<file path="src/design/stm_pkg.sv">
// Constants, register map and carrier types for the standard timer.
// Assumes a single 100 MHz system clock and an 8-bit register port.
package stm_pkg;
  localparam int unsigned CLK_HZ        = 100_000_000;
  localparam int unsigned CNT_W         = 16;
  localparam int unsigned DATA_W        = 8;
  localparam int unsigned ADDR_W        = 3;

  // Register offsets (byte registers on the plain port)
  localparam logic [2:0] OFS_CTRL0      = 3'h0;
  localparam logic [2:0] OFS_CTRL1      = 3'h1;
  localparam logic [2:0] OFS_CNT_LO     = 3'h2;
  localparam logic [2:0] OFS_CNT_HI     = 3'h3;
  localparam logic [2:0] OFS_CMPA_LO    = 3'h4;
  localparam logic [2:0] OFS_CMPA_HI    = 3'h5;
  localparam logic [2:0] OFS_CMPP       = 3'h6;
  localparam logic [2:0] OFS_FLAGS      = 3'h7;

  // Control-zero field positions
  localparam int unsigned C0_PAUSE_BIT  = 7;
  localparam int unsigned C0_CKSEL_LSB  = 4;
  localparam int unsigned C0_ON_BIT     = 3;
  localparam logic [7:0]  C0_WMASK      = 8'hf8;

  // Flag register bit positions
  localparam int unsigned FLG_A_BIT     = 0;
  localparam int unsigned FLG_P_BIT     = 1;

  // Reset values
  localparam logic [7:0]  RST_CTRL0     = 8'h00;
  localparam logic [7:0]  RST_CTRL1     = 8'h00;
  localparam logic [15:0] RST_CMPA      = 16'h0000;
  localparam logic [7:0]  RST_CMPP      = 8'h00;
  localparam logic [15:0] RST_CNT       = 16'h0000;

  // Timer clock prescale masks (divide by mask plus one)
  localparam logic [7:0]  DIV4_MASK     = 8'h03;
  localparam logic [7:0]  DIV16_MASK    = 8'h0f;
  localparam logic [7:0]  DIV64_MASK    = 8'h3f;
  localparam logic [7:0]  DIVSUB_MASK   = 8'hff;

  // Clock selections
  localparam logic [2:0]  CK_SYS4       = 3'h0;
  localparam logic [2:0]  CK_SYS        = 3'h1;
  localparam logic [2:0]  CK_H16        = 3'h2;
  localparam logic [2:0]  CK_H64        = 3'h3;
  localparam logic [2:0]  CK_SUB0       = 3'h4;
  localparam logic [2:0]  CK_SUB1       = 3'h5;
  localparam logic [2:0]  CK_PIN_RISE   = 3'h6;
  localparam logic [2:0]  CK_PIN_FALL   = 3'h7;

  typedef enum logic [1:0] {
    STM_CMP,
    STM_CAP,
    STM_PWM,
    STM_TMR
  } stm_mode_t;

  typedef struct packed {
    logic [1:0] mode;
    logic [1:0] pin_action;
    logic       out_init;
    logic       polarity;
    logic       swap;
    logic       clr_sel;
  } stm_ctl1_t;
endpackage

</file>
<file path="src/design/stm_timer.sv">
// Standard 16-bit timer: compare-match output, timer/counter and
// edge-aligned PWM modes with one output pin and two match flags.
// Assumes the register master obeys one-cycle strobes and that the
// external timer clock pin is asynchronous to clk_sys.
`timescale 1ns/1ps
module stm_timer #(
  parameter int unsigned DIV_W = 8
) (
  input  wire logic                         clk_sys,
  input  wire logic                         sys_rst,
  input  wire logic [stm_pkg::ADDR_W-1:0]   bus_addr,
  input  wire logic [stm_pkg::DATA_W-1:0]   bus_wdata,
  input  wire logic                         bus_we,
  input  wire logic                         bus_re,
  output logic      [stm_pkg::DATA_W-1:0]   bus_rdata,
  input  wire logic                         ext_clk_pin,
  output logic                              pin_out,
  output logic                              pin_oe,
  output logic                              match_a_flag,
  output logic                              match_p_flag
);

  logic [7:0]               ctrl0_r;
  stm_pkg::stm_ctl1_t       ctl1_r;
  logic [15:0]              cmpa_r;
  logic [7:0]               cmpp_r;
  logic [15:0]              cnt_r;
  logic [15:0]              cnt_nxt;
  logic                     on_prev_r;
  logic [DIV_W-1:0]         div_r;
  logic                     sync1_r;
  logic                     sync2_r;
  logic                     sync3_r;
  logic                     pin_lvl_r;
  logic                     flag_a_r;
  logic                     flag_p_r;
  logic                     lvl_r;
  logic [7:0]               rdata_r;
  logic                     pin_r;
  logic                     oe_r;

  stm_pkg::stm_mode_t       mode;
  logic                     on_bit;
  logic                     paused;
  logic [2:0]               ck_sel;
  logic                     on_rise;
  logic                     tick;
  logic                     ext_rise;
  logic                     ext_fall;
  logic                     run;
  logic [16:0]              inc;
  logic                     p_hit;
  logic                     a_hit;
  logic                     clr_hit;
  logic                     set_a;
  logic                     set_p;
  logic                     clr_a;
  logic                     clr_p;
  logic                     pwm_act;
  logic                     pwm_lvl;
  logic [7:0]               div8;

  assign mode    = stm_pkg::stm_mode_t'(ctl1_r.mode);
  assign on_bit  = ctrl0_r[stm_pkg::C0_ON_BIT];
  assign paused  = ctrl0_r[stm_pkg::C0_PAUSE_BIT];
  assign ck_sel  = ctrl0_r[stm_pkg::C0_CKSEL_LSB +: 3];
  assign on_rise = on_bit & ~on_prev_r;
  assign div8    = 8'(div_r);

  // Register writes; counter bytes are not writable
  always_ff @(posedge clk_sys) begin
    if (sys_rst) begin
      ctrl0_r <= stm_pkg::RST_CTRL0;
      ctl1_r  <= stm_pkg::RST_CTRL1;
      cmpa_r  <= stm_pkg::RST_CMPA;
      cmpp_r  <= stm_pkg::RST_CMPP;
    end else if (bus_we) begin
      unique case (bus_addr)
        stm_pkg::OFS_CTRL0:   ctrl0_r     <= bus_wdata & stm_pkg::C0_WMASK;
        stm_pkg::OFS_CTRL1:   ctl1_r      <= bus_wdata;
        stm_pkg::OFS_CMPA_LO: cmpa_r[7:0] <= bus_wdata;
        stm_pkg::OFS_CMPA_HI: cmpa_r[15:8] <= bus_wdata;
        stm_pkg::OFS_CMPP:    cmpp_r      <= bus_wdata;
        default: ;
      endcase
    end
  end

  // Read port: data stand only in the cycle after the strobe
  always_ff @(posedge clk_sys) begin
    if (sys_rst) begin
      rdata_r <= 8'h00;
    end else if (bus_re) begin
      unique case (bus_addr)
        stm_pkg::OFS_CTRL0:   rdata_r <= ctrl0_r;
        stm_pkg::OFS_CTRL1:   rdata_r <= ctl1_r;
        stm_pkg::OFS_CNT_LO:  rdata_r <= cnt_r[7:0];
        stm_pkg::OFS_CNT_HI:  rdata_r <= cnt_r[15:8];
        stm_pkg::OFS_CMPA_LO: rdata_r <= cmpa_r[7:0];
        stm_pkg::OFS_CMPA_HI: rdata_r <= cmpa_r[15:8];
        stm_pkg::OFS_CMPP:    rdata_r <= cmpp_r;
        stm_pkg::OFS_FLAGS:   rdata_r <= {6'h00, flag_p_r, flag_a_r};
        default:              rdata_r <= 8'h00;
      endcase
    end else begin
      rdata_r <= 8'h00;
    end
  end

  always_ff @(posedge clk_sys) begin
    if (sys_rst) begin
      on_prev_r <= 1'b0;
    end else begin
      on_prev_r <= on_bit;
    end
  end

  // Free-running prescaler shared by the divided internal clock choices; CK_SYS bypasses it
  always_ff @(posedge clk_sys) begin
    if (sys_rst) begin
      div_r <= '0;
    end else begin
      div_r <= div_r + 1'b1;
    end
  end

  // Pin clock: first stage feeds only the second
  always_ff @(posedge clk_sys) begin
    if (sys_rst) begin
      sync1_r   <= 1'b0;
      sync2_r   <= 1'b0;
      sync3_r   <= 1'b0;
      pin_lvl_r <= 1'b0;
    end else begin
      sync1_r <= ext_clk_pin;
      sync2_r <= sync1_r;
      sync3_r <= sync2_r;
      if (sync2_r == sync3_r) begin
        pin_lvl_r <= sync3_r;
      end
    end
  end

  assign ext_rise = (sync2_r == sync3_r) & sync3_r & ~pin_lvl_r;
  assign ext_fall = (sync2_r == sync3_r) & ~sync3_r & pin_lvl_r;

  always_comb begin
    unique case (ck_sel)
      stm_pkg::CK_SYS4:     tick = (div8 & stm_pkg::DIV4_MASK) == stm_pkg::DIV4_MASK;
      stm_pkg::CK_SYS:      tick = 1'b1;
      stm_pkg::CK_H16:      tick = (div8 & stm_pkg::DIV16_MASK) == stm_pkg::DIV16_MASK;
      stm_pkg::CK_H64:      tick = (div8 & stm_pkg::DIV64_MASK) == stm_pkg::DIV64_MASK;
      stm_pkg::CK_SUB0,
      stm_pkg::CK_SUB1:     tick = div8 == stm_pkg::DIVSUB_MASK;
      stm_pkg::CK_PIN_RISE: tick = ext_rise;
      stm_pkg::CK_PIN_FALL: tick = ext_fall;
    endcase
  end

  // The cycle of an on-bit rise only clears, so the count starts clean
  assign run = on_bit & ~paused & tick & ~on_rise;
  assign inc = {1'b0, cnt_r} + 17'h00001;

  // P compares the upper byte only, so matches land on 256-count steps
  assign p_hit = run & ((cmpp_r == 8'h00) ? inc[16] :
                        (inc[15:8] == cmpp_r) && (inc[7:0] == 8'h00));
  // A zero compare-A never matches; a count cleared by A simply wraps at FFFF
  assign a_hit = run & (cmpa_r != 16'h0000) & (inc[15:0] == cmpa_r);

  always_comb begin
    unique case (mode)
      stm_pkg::STM_PWM: clr_hit = ctl1_r.swap ? a_hit : p_hit;
      default:          clr_hit = ctl1_r.clr_sel ? a_hit : p_hit;
    endcase
  end

  always_comb begin
    cnt_nxt = cnt_r;
    if (on_rise) begin
      cnt_nxt = stm_pkg::RST_CNT;
    end else if (run) begin
      cnt_nxt = clr_hit ? stm_pkg::RST_CNT : inc[15:0];
    end
  end

  // Counter holds its value while off or paused
  always_ff @(posedge clk_sys) begin
    if (sys_rst) begin
      cnt_r <= stm_pkg::RST_CNT;
    end else begin
      cnt_r <= cnt_nxt;
    end
  end

  always_comb begin
    unique case (mode)
      stm_pkg::STM_PWM: begin
        set_a = a_hit;
        set_p = p_hit;
      end
      stm_pkg::STM_CAP: begin
        set_a = 1'b0;
        set_p = 1'b0;
      end
      default: begin
        set_a = a_hit;
        set_p = p_hit & ~ctl1_r.clr_sel;
      end
    endcase
  end

  assign clr_a = bus_we & (bus_addr == stm_pkg::OFS_FLAGS) & bus_wdata[stm_pkg::FLG_A_BIT];
  assign clr_p = bus_we & (bus_addr == stm_pkg::OFS_FLAGS) & bus_wdata[stm_pkg::FLG_P_BIT];

  // Write-one-to-clear; a match in the clearing cycle still sets
  always_ff @(posedge clk_sys) begin
    if (sys_rst) begin
      flag_a_r <= 1'b0;
      flag_p_r <= 1'b0;
    end else begin
      flag_a_r <= set_a | (flag_a_r & ~clr_a);
      flag_p_r <= set_p | (flag_p_r & ~clr_p);
    end
  end

  // Compare-mode level; pin action must differ from the initial level to show
  always_ff @(posedge clk_sys) begin
    if (sys_rst) begin
      lvl_r <= 1'b0;
    end else if (on_rise) begin
      lvl_r <= ctl1_r.out_init;
    end else if (set_a && mode != stm_pkg::STM_PWM) begin
      unique case (ctl1_r.pin_action)
        2'h0: lvl_r <= lvl_r;
        2'h1: lvl_r <= 1'b0;
        2'h2: lvl_r <= 1'b1;
        2'h3: lvl_r <= ~lvl_r;
      endcase
    end
  end

  // Duty at or above period keeps the compare always true
  always_comb begin
    if (ctl1_r.swap) begin
      pwm_act = (cmpp_r == 8'h00) | (cnt_r < {cmpp_r, 8'h00});
    end else begin
      pwm_act = cnt_r < cmpa_r;
    end
  end

  // Forcing the level leaves the counter and flags untouched
  always_comb begin
    unique case (ctl1_r.pin_action)
      2'h0: pwm_lvl = ~ctl1_r.out_init;
      2'h1: pwm_lvl = ctl1_r.out_init;
      2'h2: pwm_lvl = pwm_act ? ctl1_r.out_init : ~ctl1_r.out_init;
      2'h3: pwm_lvl = ~ctl1_r.out_init;
    endcase
  end

  // Capture is not built; the capture and timer settings idle the pin
  always_ff @(posedge clk_sys) begin
    if (sys_rst) begin
      pin_r <= 1'b0;
      oe_r  <= 1'b0;
    end else begin
      unique case (mode)
        stm_pkg::STM_PWM: begin
          pin_r <= pwm_lvl ^ ctl1_r.polarity;
          oe_r  <= 1'b1;
        end
        stm_pkg::STM_CMP: begin
          pin_r <= lvl_r ^ ctl1_r.polarity;
          oe_r  <= 1'b1;
        end
        default: begin
          pin_r <= 1'b0;
          oe_r  <= 1'b0;
        end
      endcase
    end
  end

  assign bus_rdata    = rdata_r;
  assign pin_out      = pin_r;
  assign pin_oe       = oe_r;
  assign match_a_flag = flag_a_r;
  assign match_p_flag = flag_p_r;
endmodule // stm_timer

</file>
<file path="config.mk">
export PLATFORM = sky130hd
export DESIGN_NAME = stm_timer
export DESIGN_NICKNAME = d
export VERILOG_FILES = /design/src/design/stm_pkg.sv /design/src/design/stm_timer.sv
export SDC_FILE = /design/constraint.sdc
export NUM_CORES = 1
export LEC_CHECK = 0
export CORE_UTILIZATION = 35
export DETAILED_ROUTE_END_ITERATION = 12
export DONT_BUFFER_PORTS = 1
export GPL_ROUTABILITY_DRIVEN = 0
export PLACE_DENSITY = 0.58
export SETUP_SLACK_MARGIN = 0.05
export SYNTH_ARGS = -nofsm -noshare
export SYNTH_HDL_FRONTEND = slang
export SYNTH_SLANG_ARGS = --single-unit
export TNS_END_PERCENT = 100
</file>
<file path="constraint.sdc">
create_clock -name clk_sys -period 3.5 [get_ports clk_sys]
set_input_delay 0.35 -clock clk_sys [delete_from_list [all_inputs] [get_ports clk_sys]]
set_output_delay 0.35 -clock clk_sys [all_outputs]
set_load 0.005 [all_outputs]
</file>
### After elaboration in Yosys (flattened, before gate mapping)

Cells that the tools add are included.

* output and inout port bits: 12
* bits in registers: 79

* mux-type cells: 17
* $add $sub $neg: 2
* equality and inequality tests: 28
* bitwise gates (word level): 33
* magnitude comparators: 2
* reductions and logical operators: 21

Operators with widths (count)
* case mux 8 bit (8 select lines): 1
* less-than comparator 16 bit: 2
* == test 3 bit (second input constant): 8
* adder 16 x 1 -> 17 bit (second input constant): 1
* bitwise AND 1 bit: 17
* == test 16 bit: 1
* logical NOT 8 bit: 2
* two-way mux 16 bit: 1
* nonzero test 16 bit: 1
* == test 3 x 2 -> 1 bit (second input constant): 4
* AND reduction 2 bit: 6
* NOT 1 bit: 11
* two-way mux 1 bit: 10
* OR reduction 2 bit: 5
* adder 8 x 1 -> 8 bit (second input constant): 1
* == test 2 bit (second input constant): 4
* == test 8 bit: 1
* == test 8 bit (second input constant): 1
* case mux 1 bit (7 select lines): 1
* == test 3 x 1 -> 1 bit (second input constant): 2
* == test 6 bit (second input constant): 1
* logical NOT 3 bit: 2
* case mux 1 bit (3 select lines): 2
* == test 2 x 1 -> 1 bit (second input constant): 2
* other kinds (9): 16

### Depth between registers and ports, before layout

Gate-level depths: netlist of run 1.

* depth in word-level cells: 12
* mapped depth: 12
* mapped depth without buffers: 11

### Worst setup path after synthesis of run 1

OpenSTA, ideal clock, no wires.

* path type: reg2reg
* start point: register cnt_r[1]
* end point: register cnt_r[3]
* arrival time: 2.905 ns
* slack: 0.479 ns
* data required time: 3.383 ns
* path buffers: 2
* library setup time: 0.117 ns
* period minus slack after synthesis: 3.021 ns
* stages on the path, launching flop included: 12
* cells stage by stage: dfxtp_1 -> ha_1 -> and3_1 -> buf_2 -> nand3_1 -> xnor2_1 -> or4_4 -> nor4_2 -> a211oi_2 -> and2_1 -> clkbuf_1 -> a22o_1

* longest elaborated chain between the ends: 8
* elaborated cells between the ends (all ways): 12
* those cells by class: add/sub: 1; eq/ne: 2; mux: 5; bitwise: 2; reduce/logical: 2

RTL lines
* from (decl): RTL line stm_timer.sv:27 `logic [15:0] cnt_r;`
* from (signal assigned): RTL line stm_timer.sv:189 `cnt_r <= stm_pkg::RST_CNT;`
* from (signal assigned): RTL line stm_timer.sv:191 `cnt_r <= cnt_nxt;`
* adder 16 x 1 -> 17 bit (*): RTL line stm_timer.sv:162 `assign inc = {1'b0, cnt_r} + 17'h00001;`
* == test 8 bit / logical NOT 8 bit (equally long branches): RTL line stm_timer.sv:166 `(inc[15:8] == cmpp_r) && (inc[7:0] == 8'h00));`
* logical AND 1 bit: RTL line stm_timer.sv:166
* two-way mux 1 bit: RTL line stm_timer.sv:165 `assign p_hit = run & ((cmpp_r == 8'h00) ? inc[16] :`
* bitwise AND 1 bit: RTL line stm_timer.sv:165
* two-way mux 1 bit (on tied branches): RTL line stm_timer.sv:173, stm_timer.sv:172
* two-way mux 1 bit: RTL line stm_timer.sv:171 `unique case (mode)`
* two-way mux 16 bit (*): RTL line stm_timer.sv:182 `cnt_nxt = clr_hit ? stm_pkg::RST_CNT : inc[15:0];`

Mark *: on every way between the ends. The rest lies on a longest branch, timed or not.
A chain may end at the register's enable or synchronous reset.

### Worst setup path after layout of run 1

* start point: register cnt_r[11]
* end point: register cnt_r[15]

* longest elaborated chain between the ends: 8
* elaborated cells between the ends (all ways): 11
* those cells by class: add/sub: 1; eq/ne: 2; mux: 5; bitwise: 2; reduce/logical: 1

RTL lines (RTL line)
* adder 16 x 1 -> 17 bit (*): stm_timer.sv:162
* == test 8 bit: stm_timer.sv:166
* logical AND 1 bit: stm_timer.sv:166
* two-way mux 1 bit: stm_timer.sv:165
* bitwise AND 1 bit: stm_timer.sv:165
* two-way mux 1 bit (on tied branches): stm_timer.sv:173, stm_timer.sv:172
* two-way mux 1 bit: stm_timer.sv:171
* two-way mux 16 bit (*): stm_timer.sv:182

Marked as above.

==> results of run 1 <==
## cell usage in the layout, fill, tap and decap left out, drive strengths merged, types with 12 or more instances in the layout
master  instances
or3            12
dfxtp          79
nor4           15
nand3          18
mux2i          17
inv            47
o21ai          27
xor2           13
ha             34
buf            28
nand2         109
nor2           48
nor2b          12
a21oi          68
nand4          17
xnor2          22
## sequential cells by signal (all words and copies together), names as in the netlist
name          count
pin_out           1
sync1_r           1
sync3_r           1
cmpa_r           16
mode              2
cmpp_r            8
sync2_r           1
cnt_r            16
ctl1_r            6
ctrl0_r           5
match_p_flag      1
lvl_r             1
bus_rdata         8
on_prev_r         1
pin_lvl_r         1
match_a_flag      1
div8              8
pin_oe            1
## path summary, 6_finish.rpt
path	cells after the start	slack, ns	startpoint	endpoint
max	10	0.19	cnt_r[11]$_SDFFE_PP0P_	cnt_r[15]$_SDFFE_PP0P_
min	1	0.07	sys_rst	ctl1_r[5]$_SDFFE_PP0P_
max reg2reg	10	0.19	cnt_r[11]$_SDFFE_PP0P_	cnt_r[15]$_SDFFE_PP0P_
min reg2reg	1	0.44	div8[0]$_SDFF_PP0_	div8[0]$_SDFF_PP0_
## report_power, final
| group | switching, mW | internal [mW] |
|---|---|---|
| Clock | 0.408 | 0.576 |
| Sequential | 0.0163 | 0.917 |
| Combinational | 0.0874 | 0.0599 |
## synthesized netlist by cell type (3+ instances only)
library cell,number
a22oi_1,4
o22ai_1,9
and3_1,5
clkbuf_1,20
a22o_1,7
and4_1,3
buf_4,4
a211oi_1,6
a31oi_1,4
nand2_1,109
nand2b_1,3
mux2i_1,17
inv_1,45
a21oi_1,68
a221oi_1,4
nand3_1,17
nor3_1,8
xor2_1,13
o211ai_1,6
o21ai_0,26
nor2b_1,12
nand4_1,15
a21o_1,10
buf_2,8
buf_1,4
ha_1,34
o2bb2ai_1,3
nor4_1,11
or3_1,11
a211o_1,3
dfxtp_1,79
xnor2_1,22
nor2_1,48
## area by class of cell
cell class                      instances  area, sq um  share of cell area (%)
Clock buffer                           10        239.0                   4.053
Clock inverter                          5        65.06                   1.103
Inverter                               45        168.9                   2.864
Multi-Input combinational cell        522         3398                   57.63
Sequential cell                        79         1585                   26.88
Tap cell                              184        230.2                   3.904
Timing Repair Buffer                   28        210.2                   3.565
## cell families after synthesis
| family | after synthesis | synth area share, % |
|---|---|---|
| AND/OR/NAND/NOR | 262 | 25.18 |
| buffers and inverters | 82 | 6.319 |
| XOR/XNOR | 36 | 6.225 |
| flip-flops | 79 | 29.92 |
| adder cells (fa/ha/maj) | 34 | 8.047 |
| multiplexers | 19 | 3.858 |
| AO/OA/AOI/OAI | 171 | 20.45 |
## critical path, delay by kind of cell, from the launching register on
| kind | cells | cell delay (ns) |
|---|---|---|
| and+or+nand+nor | 2 | 0.84 |
| AOI/OAI and AO/OA | 6 | 1.38 |
| DFF | 1 | 0.55 |
| buffers and inverters | 1 | 0.23 |
| xor gates and xnor gates | 1 | 0.17 |
## metrics by stage
step	total power [mW]	worst slack, ns	cells
global route	2.139	0.01333	873
floorplan	1.068	0.4787	683
global placement	1.093	0.2877	858
finish	2.064	0.1879	873
detailed placement	1.095	0.1224	858
CTS	2.078	0.09738	873
## layer usage
layer / part of all wire (%) / vias to the layer above / global-route usage (%)
li1: - / 2428 / -
met2: 44 / 248 / 33.77
met1: 44 / 2402 / 29.58
met3: 9.8 / 40 / 7.002
met4: 3.0 / 0 / 8.608
met5: 0 / - / 0
==> run summary, run 1 <==
Mean post-synth cell area -> 7.740 sq um
Ant diodes -> 0
Share of the synthesized area in the top cell type -> 29.92%
Total track usage -> 22.36%
Fill count -> 1,481
Hold Buf Count CTS -> 0
CTS Buffer Depth -> 2
Post-cts resize count -> 0
Initial DRC count -> 526
Vias in the first global route -> 4,863
CP arrival -> 3.53 ns
Design area -> 0.005897 sq mm
Area grow syn2layout -> 11.55%
Critical Path RT -> 3.72 ns
Outcome -> finished, violations left
Startpoint Class -> flop
Largest area contributor in the synthesized netlist -> dfxtp_1
Initial core utilization -> 36.10%
Die width -> 124.9 um
Initial antenna violation count -> 0
Largest stage delay, worst path -> 0.55 ns
P per Cell Area -> 350.0 mW/mm^2
CTS tree -> yes
Rows -> 44
DRC -> 2
Crit share post-route -> 94.63%
P_leak -> 2.229 nW
Drt pass-1 iters -> 9
Clock sink total -> 79
Die Y -> 124.9 um
VDD IR-drop max -> 200.9 uV
# nets final -> 735
Violated checks -> design-rule violations
EDFF count, synth -> 0
WL per Instance -> 19.68 um
Final WL -> 17,180 um
# Post-CTS Setup Buffers -> 0
Post-Syn Area -> 0.005286 sq mm
Worst Tran Pin Value -> 0.8766 ns
CP Capture Type -> flop
Synth cell types -> 69
Port bufs -> 0
Vias -> 5,118
Max-cap violations -> 0
Final Hold Viols -> 0
RSZ-0062 raised after global routing -> no
H-tree depth -> 3
Core Util, Final -> 40.27%
Slew margin rel. -> 41.02%
Via-to-Cell Ratio -> 5.863
Final Max Tran Viols -> 0
Synth area leaders -> dfxtp_1 (30%), ha_1 (8.0%), nand2_1 (7.7%), a21oi_1 (6.4%), xnor2_1 (3.6%)
Share of cells above drive strength 1 -> 9.144%
Synthesized net count -> 733
Critical path's slowest cell -> dfxtp_1
Post-DP Area -> 0.005562 sq mm
Hold WS -> 0.06940 ns
Setup-failing EPs final -> 0
Worst path cell trace -> nand4_1 -> nor4_4 -> xnor2_1 -> o221ai_1 -> a2111oi_1 -> a21o_1 -> a211oi_4 -> buf_4 -> a21oi_1 -> o22ai_1
Number of synthesized register bits -> 79
Antenna Nets Post-Route -> 0
Top_reg_cell synth -> dfxtp_1
Sequential fraction of the synthesis area -> 29.92%
Total CTS buffers -> 9
CP max FO -> 9
Die area -> 0.01560 sq mm
Core area -> 0.01464 sq mm
Root Driver -> clkbuf_16
Post-DP HPWL -> 13,060 um
First-pass GRT wire length -> 26,740 um
Synth Warn # -> 0
Gr ovfl total -> 0
Gate Count Post-Synth -> 683
I/O Pins -> 28
WS Path Type -> reg -> reg
Latest clock arrival within the worst-skew pair -> 0.35 ns
Async set-reset flop share out of synthesis -> 0%
Fin Setup TNS -> 0 ns
Worst Skew -> 0.01121 ns
Largest net degree at the start of global routing -> 57
Clock transition at path regs -> 0.07 ns
HP Class -> in -> reg
Fmax -> 301.9 MHz
Tmin final -> 3.312 ns
(Power assumes the default switching activity.)
==> run 2: changes to the inputs <==
--- a/config.mk
+++ b/config.mk
@@ -5,11 +5,12 @@
 export SDC_FILE = /design/constraint.sdc
 export NUM_CORES = 1
 export LEC_CHECK = 0
+export CORE_ASPECT_RATIO = 0.75
 export CORE_UTILIZATION = 35
+export CTS_CLUSTER_DIAMETER = 30
 export DETAILED_ROUTE_END_ITERATION = 12
 export DONT_BUFFER_PORTS = 1
 export GPL_ROUTABILITY_DRIVEN = 0
-export PLACE_DENSITY = 0.58
 export SETUP_SLACK_MARGIN = 0.05
 export SYNTH_ARGS = -nofsm -noshare
 export SYNTH_HDL_FRONTEND = slang
==> run 2 against run 1 <==
  * The run now ends clean
  * Setup slack improved by 0.051 ns
  * Clock power about the same
  * Hold slack got worse by 0.0042 ns
  * Via count about the same
  * Design area fell by 0.38%
  * Maximum frequency increased by 1.6%
  * Clock skew decreased by 0.0011 ns
  * Critical path depth is 1 lower
  * Largest power group unchanged
  * Sequential cell count stayed put
  * Critical path type unchanged
==> run summary, run 2 (synthesis results as in run 1) <==
Hold Buf Count CTS -> 0 (unchanged)
# nets final -> 729 (was 735)
Leading cell type in the layout, fill and taps excluded -> nand2_1 (unchanged)
Clock transition at path regs -> 0.07 ns (about the same)
Placed insts -> 868 (was 858)
Die Y -> 108.4 um (was 124.9 um)
Initial DRC count -> 677 (was 526)
Largest net degree at the start of global routing -> 57 (unchanged)
Total CTS buffers -> 9 (unchanged)
RSZ-0062 raised after global routing -> no (unchanged)
Total power -> 2.080 mW (was 2.064 mW)
Latest clock arrival within the worst-skew pair -> 0.35 ns (about the same)
Max-cap violations -> 0 (unchanged)
Largest stage delay, worst path -> 0.59 ns (was 0.55 ns)
CP arrival -> 3.50 ns (was 3.53 ns)
Crit path buf inv count -> 0 (was 1)
Antenna Nets Post-Route -> 0 (unchanged)
Rows -> 38 (was 44)
Sequential share of power -> 45.0% (was 45.2%)
Outcome -> finished clean (was finished, violations left)
Critical path's slowest cell -> dfxtp_1 (unchanged)
Cell Int Power -> 1.558 mW (was 1.552 mW)
I/O Pins -> 28 (unchanged)
Die area -> 0.01560 sq mm (about the same)
Crit share post-route -> 93.17% (was 94.63%)
Post-DP HPWL -> 13,090 um (was 13,060 um)
Psw -> 0.5215 mW (was 0.5117 mW)
Fin Setup TNS -> 0 ns (unchanged)
Most common cell on crit path -> or4_4
Vias -> 5,116 (was 5,118)
CTS Buffer Depth -> 2 (unchanged)
CP Capture Type -> flop (unchanged)
DRC -> 0 (was 2)
Clk pwr share -> 48.3% (was 47.7%)
Vias in the first global route -> 4,579 (was 4,863)
Core area -> 0.01460 sq mm (was 0.01464 sq mm)
Critical Path RT -> 3.74 ns (was 3.72 ns)
Setup-failing EPs final -> 0 (unchanged)
Slew margin rel. -> 35.84% (was 41.02%)
Ant diodes -> 0 (unchanged)
P_leak -> 2.183 nW (was 2.229 nW)
Core Util, Final -> 40.25% (was 40.27%)
Via-to-Cell Ratio -> 5.787 (was 5.863)
WL per Instance -> 19.38 um (was 19.68 um)
P per Cell Area -> 354.0 mW/mm^2 (was 350.0 mW/mm^2)
Initial antenna violation count -> 0 (unchanged)
Share of cells above drive strength 1 -> 8.480% (was 9.144%)
Root Driver -> clkbuf_16 (unchanged)
Final Hold Viols -> 0 (unchanged)
Total track usage -> 22.98% (was 22.36%)
Die width -> 143.9 um (was 124.9 um)
Clock sink total -> 79 (unchanged)
Port bufs -> 0 (unchanged)
Worst path cell trace -> nand4_4 -> or4_4 -> nand2_1 -> mux2i_1 -> or4_4 -> nor4_2 -> a211oi_4 -> and2_1 -> a22o_1 (was nand4_1 -> nor4_4 -> xnor2_1 -> o221ai_1 -> a2111oi_1 -> a21o_1 -> a211oi_4 -> buf_4 -> a21oi_1 -> o22ai_1)
VDD IR-drop max -> 237.9 uV (was 200.9 uV)
Drt pass-1 iters -> 5 (was 9)
CP max FO -> 11 (was 9)
Combinational Power Share -> 6.7% (was 7.1%)
Startpoint Class -> flop (unchanged)
Final WL -> 17,130 um (was 17,180 um)
Final Max Tran Viols -> 0 (unchanged)
Worst Tran Pin Value -> 0.9550 ns (was 0.8766 ns)
Fin cells -> 884 (was 873)
CP delay by family, top -> simple AND/OR/NAND/NOR gates (was compound AO/OA/AOI/OAI gates)
Worst Skew -> 0.01008 ns (was 0.01121 ns)
First-pass GRT wire length -> 26,630 um (was 26,740 um)
WS Path Type -> reg -> reg (unchanged)
Initial core utilization -> 36.22% (was 36.10%)
Area grow syn2layout -> 11.12% (was 11.55%)
H-tree depth -> 3 (unchanged)
Most frequent cells in the layout -> nand2_1 (109), dfxtp_1 (76), a21oi_1 (68) (unchanged)
Net Sw Frac -> 25.08% (was 24.79%)
Tmin final -> 3.261 ns (was 3.312 ns)
Gr ovfl total -> 0 (unchanged)
Fmax -> 306.6 MHz (was 301.9 MHz)
CTS tree -> yes (unchanged)
HP Class -> in -> reg (unchanged)
Biggest regs -> cmpa_r: 16 flops, cnt_r: 16 flops (unchanged)
==> run 2: final timing paths <==
| check | start | to | slack [ns] | cells after the start |
|---|---|---|---|---|
| setup / recovery | cnt_r[2]$_SDFFE_PP0P_ | cnt_r[3]$_SDFFE_PP0P_ | 0.24 | 9 |
| hold reg to reg | div8[0]$_SDFF_PP0_ | div8[0]$_SDFF_PP0_ | 0.44 | 1 |
| hold / removal | sys_rst | ctl1_r[0]$_SDFFE_PP0P_ | 0.07 | 1 |
| setup reg to reg | cnt_r[2]$_SDFFE_PP0P_ | cnt_r[3]$_SDFFE_PP0P_ | 0.24 | 9 |
==> run 2: area by class of cell <==
cell class | count | area [sq um]
tap | 200 | 250.2
multi-input combinational | 522 | 3390
fill | 1490 | 8722
inverter | 45 | 168.9
sequential | 79 | 1585
clock inverter | 6 | 76.32
timing repair buffer | 22 | 165.2
clock buffer | 10 | 239.0
==> run 2: repair_timing <==
item | 4_1_cts | 5_1_grt
setup endpoints to repair | 0 | 16
hold endpoints to repair | 0 | 0
gates resized for setup | 0 | 7
buffers inserted | 0 | 0
==> run 2: worst reg2reg max path, stage by stage (launching register included) <==
cell      delay [ns]
dfxtp_1         0.59
nand4_4         0.24
or4_4           0.57
nand2_1         0.09
mux2i_1         0.12
or4_4           0.54
nor4_2          0.37
a211oi_4        0.13
and2_1          0.27
a22o_1          0.24
==> run 2: metrics by stage <==
step                      cell area [sq um]  hold slack (ns)  setup WS [ns]
after floorplan                        5286           0.4132         0.4787
after global placement                 5537           0.4222         0.1987
after detailed placement               5537           0.4261         0.1412
after CTS                              5852          0.05812         0.1090
after global routing                   5874          0.05708        0.05973
final                                  5874          0.06523         0.2389
==> run 2: power by group through the flow <==
stage / registers, mW / logic (mW) / clock network [mW]
after floorplan: 0.949 / 0.120 / 0
after global placement: 0.956 / 0.132 / 0
after detailed placement: 0.957 / 0.134 / 0
after CTS: 0.936 / 0.135 / 1.01
after global routing: 0.938 / 0.153 / 1.05
final: 0.937 / 0.139 / 1.00
==> run 2: metal layers <==
layer	routed length, um	vias to the layer above	GRT usage, %
met5	0	-	0
met4	309	0	6.079
met3	1859	26	5.359
met2	6868	275	32.16
met1	8097	2403	34.44
li1	-	2412	-
==> run 3: changes to the inputs <==
--- a/config.mk
+++ b/config.mk
@@ -5,7 +5,7 @@
 export SDC_FILE = /design/constraint.sdc
 export NUM_CORES = 1
 export LEC_CHECK = 0
-export CORE_ASPECT_RATIO = 0.75
+export CORE_ASPECT_RATIO = 0.8
 export CORE_UTILIZATION = 35
 export CTS_CLUSTER_DIAMETER = 30
 export DETAILED_ROUTE_END_ITERATION = 12
==> run 3 against run 2 <==
  * Non-clock buffer count grew 10
  * Maximum frequency grew 0.78%
  * Design area grew 1.3%
  * Clock power grew 12%
  * Sequential power is essentially flat
==> run summary, run 3 (synthesis results as in run 1) <==
RSZ-0062 raised after global routing -> no (unchanged)
Antenna Nets Post-Route -> 0 (unchanged)
Setup-failing EPs final -> 0 (unchanged)
Critical path's slowest cell -> a211oi_2 (was dfxtp_1)
Port bufs -> 0 (unchanged)
Placed insts -> 862 (was 868)
CP max FO -> 11 (unchanged)
Outcome -> finished clean (unchanged)
Worst Skew -> 0.01031 ns (was 0.01008 ns)
Fin Setup TNS -> 0 ns (unchanged)
Total track usage -> 22.89% (was 22.98%)
Area grow syn2layout -> 12.52% (was 11.12%)
Clock transition at path regs -> 0.07 ns (about the same)
Most frequent cells in the layout -> nand2_1 (109), dfxtp_1 (77), a21oi_1 (68) (was nand2_1 (109), dfxtp_1 (76), a21oi_1 (68))
Post-DP HPWL -> 13,510 um (was 13,090 um)
Hold wc startpoint -> sys_rst (unchanged)
Worst path cell trace -> buf_4 -> and4_1 -> nand3_1 -> xnor2_1 -> nand2_1 -> a2111oi_0 -> buf_4 -> a21o_1 -> a211oi_2 -> nand2_1 -> o22ai_1 (was nand4_4 -> or4_4 -> nand2_1 -> mux2i_1 -> or4_4 -> nor4_2 -> a211oi_4 -> and2_1 -> a22o_1)
Tmin final -> 3.236 ns (was 3.261 ns)
CP Capture Type -> flop (unchanged)
Share of cells above drive strength 1 -> 9.366% (was 8.480%)
Initial core utilization -> 36.48% (was 36.22%)
Drt pass-1 iters -> 5 (unchanged)
Fill count -> 1,462 (was 1,490)
VDD IR-drop max -> 248.0 uV (was 237.9 uV)
Root Driver -> clkbuf_16 (unchanged)
Fin cells -> 878 (was 884)
Core Util, Final -> 41.04% (was 40.25%)
Core area -> 0.01449 sq mm (was 0.01460 sq mm)
Gr ovfl total -> 0 (unchanged)
# nets final -> 739 (was 729)
Slew margin rel. -> 42.16% (was 35.84%)
HP Class -> in -> reg (unchanged)
Die Y -> 111.9 um (was 108.4 um)
Final Max Tran Viols -> 0 (unchanged)
First-pass GRT wire length -> 26,810 um (was 26,630 um)
Fmax -> 309.0 MHz (was 306.6 MHz)
Initial antenna violation count -> 0 (unchanged)
Critical Path RT -> 3.78 ns (was 3.74 ns)
P per Cell Area -> 370.7 mW/mm^2 (was 354.0 mW/mm^2)
Vias -> 5,196 (was 5,116)
CTS tree -> yes (unchanged)
Startpoint Class -> flop (unchanged)
Setup crit start -> cnt_r[6]$_SDFFE_PP0P_ (was cnt_r[2]$_SDFFE_PP0P_)
Rows -> 39 (was 38)
Footprint of the multi-input gates -> 0.003371 sq mm (was 0.003390 sq mm)
Total CTS buffers -> 9 (unchanged)
DRC -> 0 (unchanged)
Largest stage delay, worst path -> 0.59 ns (about the same)
Worst Tran Pin Value -> 0.8609 ns (was 0.9550 ns)
Largest net degree at the start of global routing -> 57 (unchanged)
Final Hold Viols -> 0 (unchanged)
Total power -> 2.205 mW (was 2.080 mW)
Die width -> 139.4 um (was 143.9 um)
H-tree depth -> 3 (unchanged)
WL per Instance -> 19.53 um (was 19.38 um)
Initial DRC count -> 568 (was 677)
Latest clock arrival within the worst-skew pair -> 0.36 ns (was 0.35 ns)
Vias in the first global route -> 4,802 (was 4,579)
Register area -> 0.001584 sq mm (was 0.001585 sq mm)
CP arrival -> 3.51 ns (was 3.50 ns)
Biggest regs -> cmpa_r: 16 flops, cnt_r: 16 flops (unchanged)
Crit share post-route -> 92.45% (was 93.17%)
Clock sink total -> 79 (unchanged)
CTS Buffer Depth -> 2 (unchanged)
Leading cell type in the layout, fill and taps excluded -> nand2_1 (unchanged)
P_leak -> 2.251 nW (was 2.183 nW)
Final WL -> 17,150 um (was 17,130 um)
R2R Path Start -> cnt_r[6]$_SDFFE_PP0P_ (was cnt_r[2]$_SDFFE_PP0P_)
Max-cap violations -> 0 (unchanged)
Via-to-Cell Ratio -> 5.918 (was 5.787)
WS Path Type -> reg -> reg (unchanged)
Die area -> 0.01560 sq mm (about the same)
Ant diodes -> 0 (unchanged)
I/O Pins -> 28 (unchanged)
==> run 3: cell type report <==
type | count | share of cell area, %
clock buffers | 9 | 3.786
clock inverters | 7 | 2.167
inverters | 45 | 2.840
multi-input cells | 522 | 56.67
flip-flops and latches | 79 | 26.63
well taps | 184 | 3.870
repair buffers | 32 | 4.039
==> run 3: routing by layer <==
metal  up-vias  share of wire (%)  track usage [%]
met5         -                  0                0
met4         0                2.1            7.333
met3        29                 10            6.710
met2       206                 40            31.26
met1      2526                 48            33.78
li1       2435                  -                -
==> run 3: worst max-delay path: cells and delay by family (launching register included) <==
family / cells / cell delay [ns]
and+or+nand+nor: 4 / 1.07
xor gates and xnor gates: 1 / 0.25
buffers and inverters: 2 / 0.38
DFF: 1 / 0.37
AOI/OAI and AO/OA: 4 / 1.10
==> run 3: worst paths after layout <==
check                           slack (ns)               endpoint  depth (start not counted)
worst max register to register        0.26  cnt_r[5]$_SDFFE_PP0P_                         11
worst min-delay path                  0.06     div8[5]$_SDFF_PP0_                          1
worst min register to register        0.44     sync2_r$_SDFF_PP0_                          1
worst max-delay path                  0.26  cnt_r[5]$_SDFFE_PP0P_                         11
==> run 3: through the flow <==
stage | area, sq um | hold slack [ns] | setup WS [ns]
after floorplan | 5286 | 0.4132 | 0.4787
after global placement | 5592 | 0.4158 | 0.3411
after detailed placement | 5592 | 0.4258 | 0.2182
after CTS | 5946 | 0.04549 | 0.1996
after global routing | 5948 | 0.04477 | 0.07103
final | 5948 | 0.06085 | 0.2642
==> run 3: power breakdown <==
| group | switching, mW | internal (mW) | total (mW) | leakage, nW |
|---|---|---|---|---|
| sequential | 0.0174 | 0.917 | 0.934 | 0.641 |
| clock | 0.416 | 0.708 | 1.12 | 0.170 |
| combinational | 0.0866 | 0.0604 | 0.147 | 1.44 |
| total | 0.520 | 1.69 | 2.21 | 2.25 |
==> run 3: timing repair <==
item                                    in CTS  in global routing
endpoints found under the setup margin       0                 15
setup buffers                                0                  0
resized for setup                            0                  2
hold buffers                                 0                  0
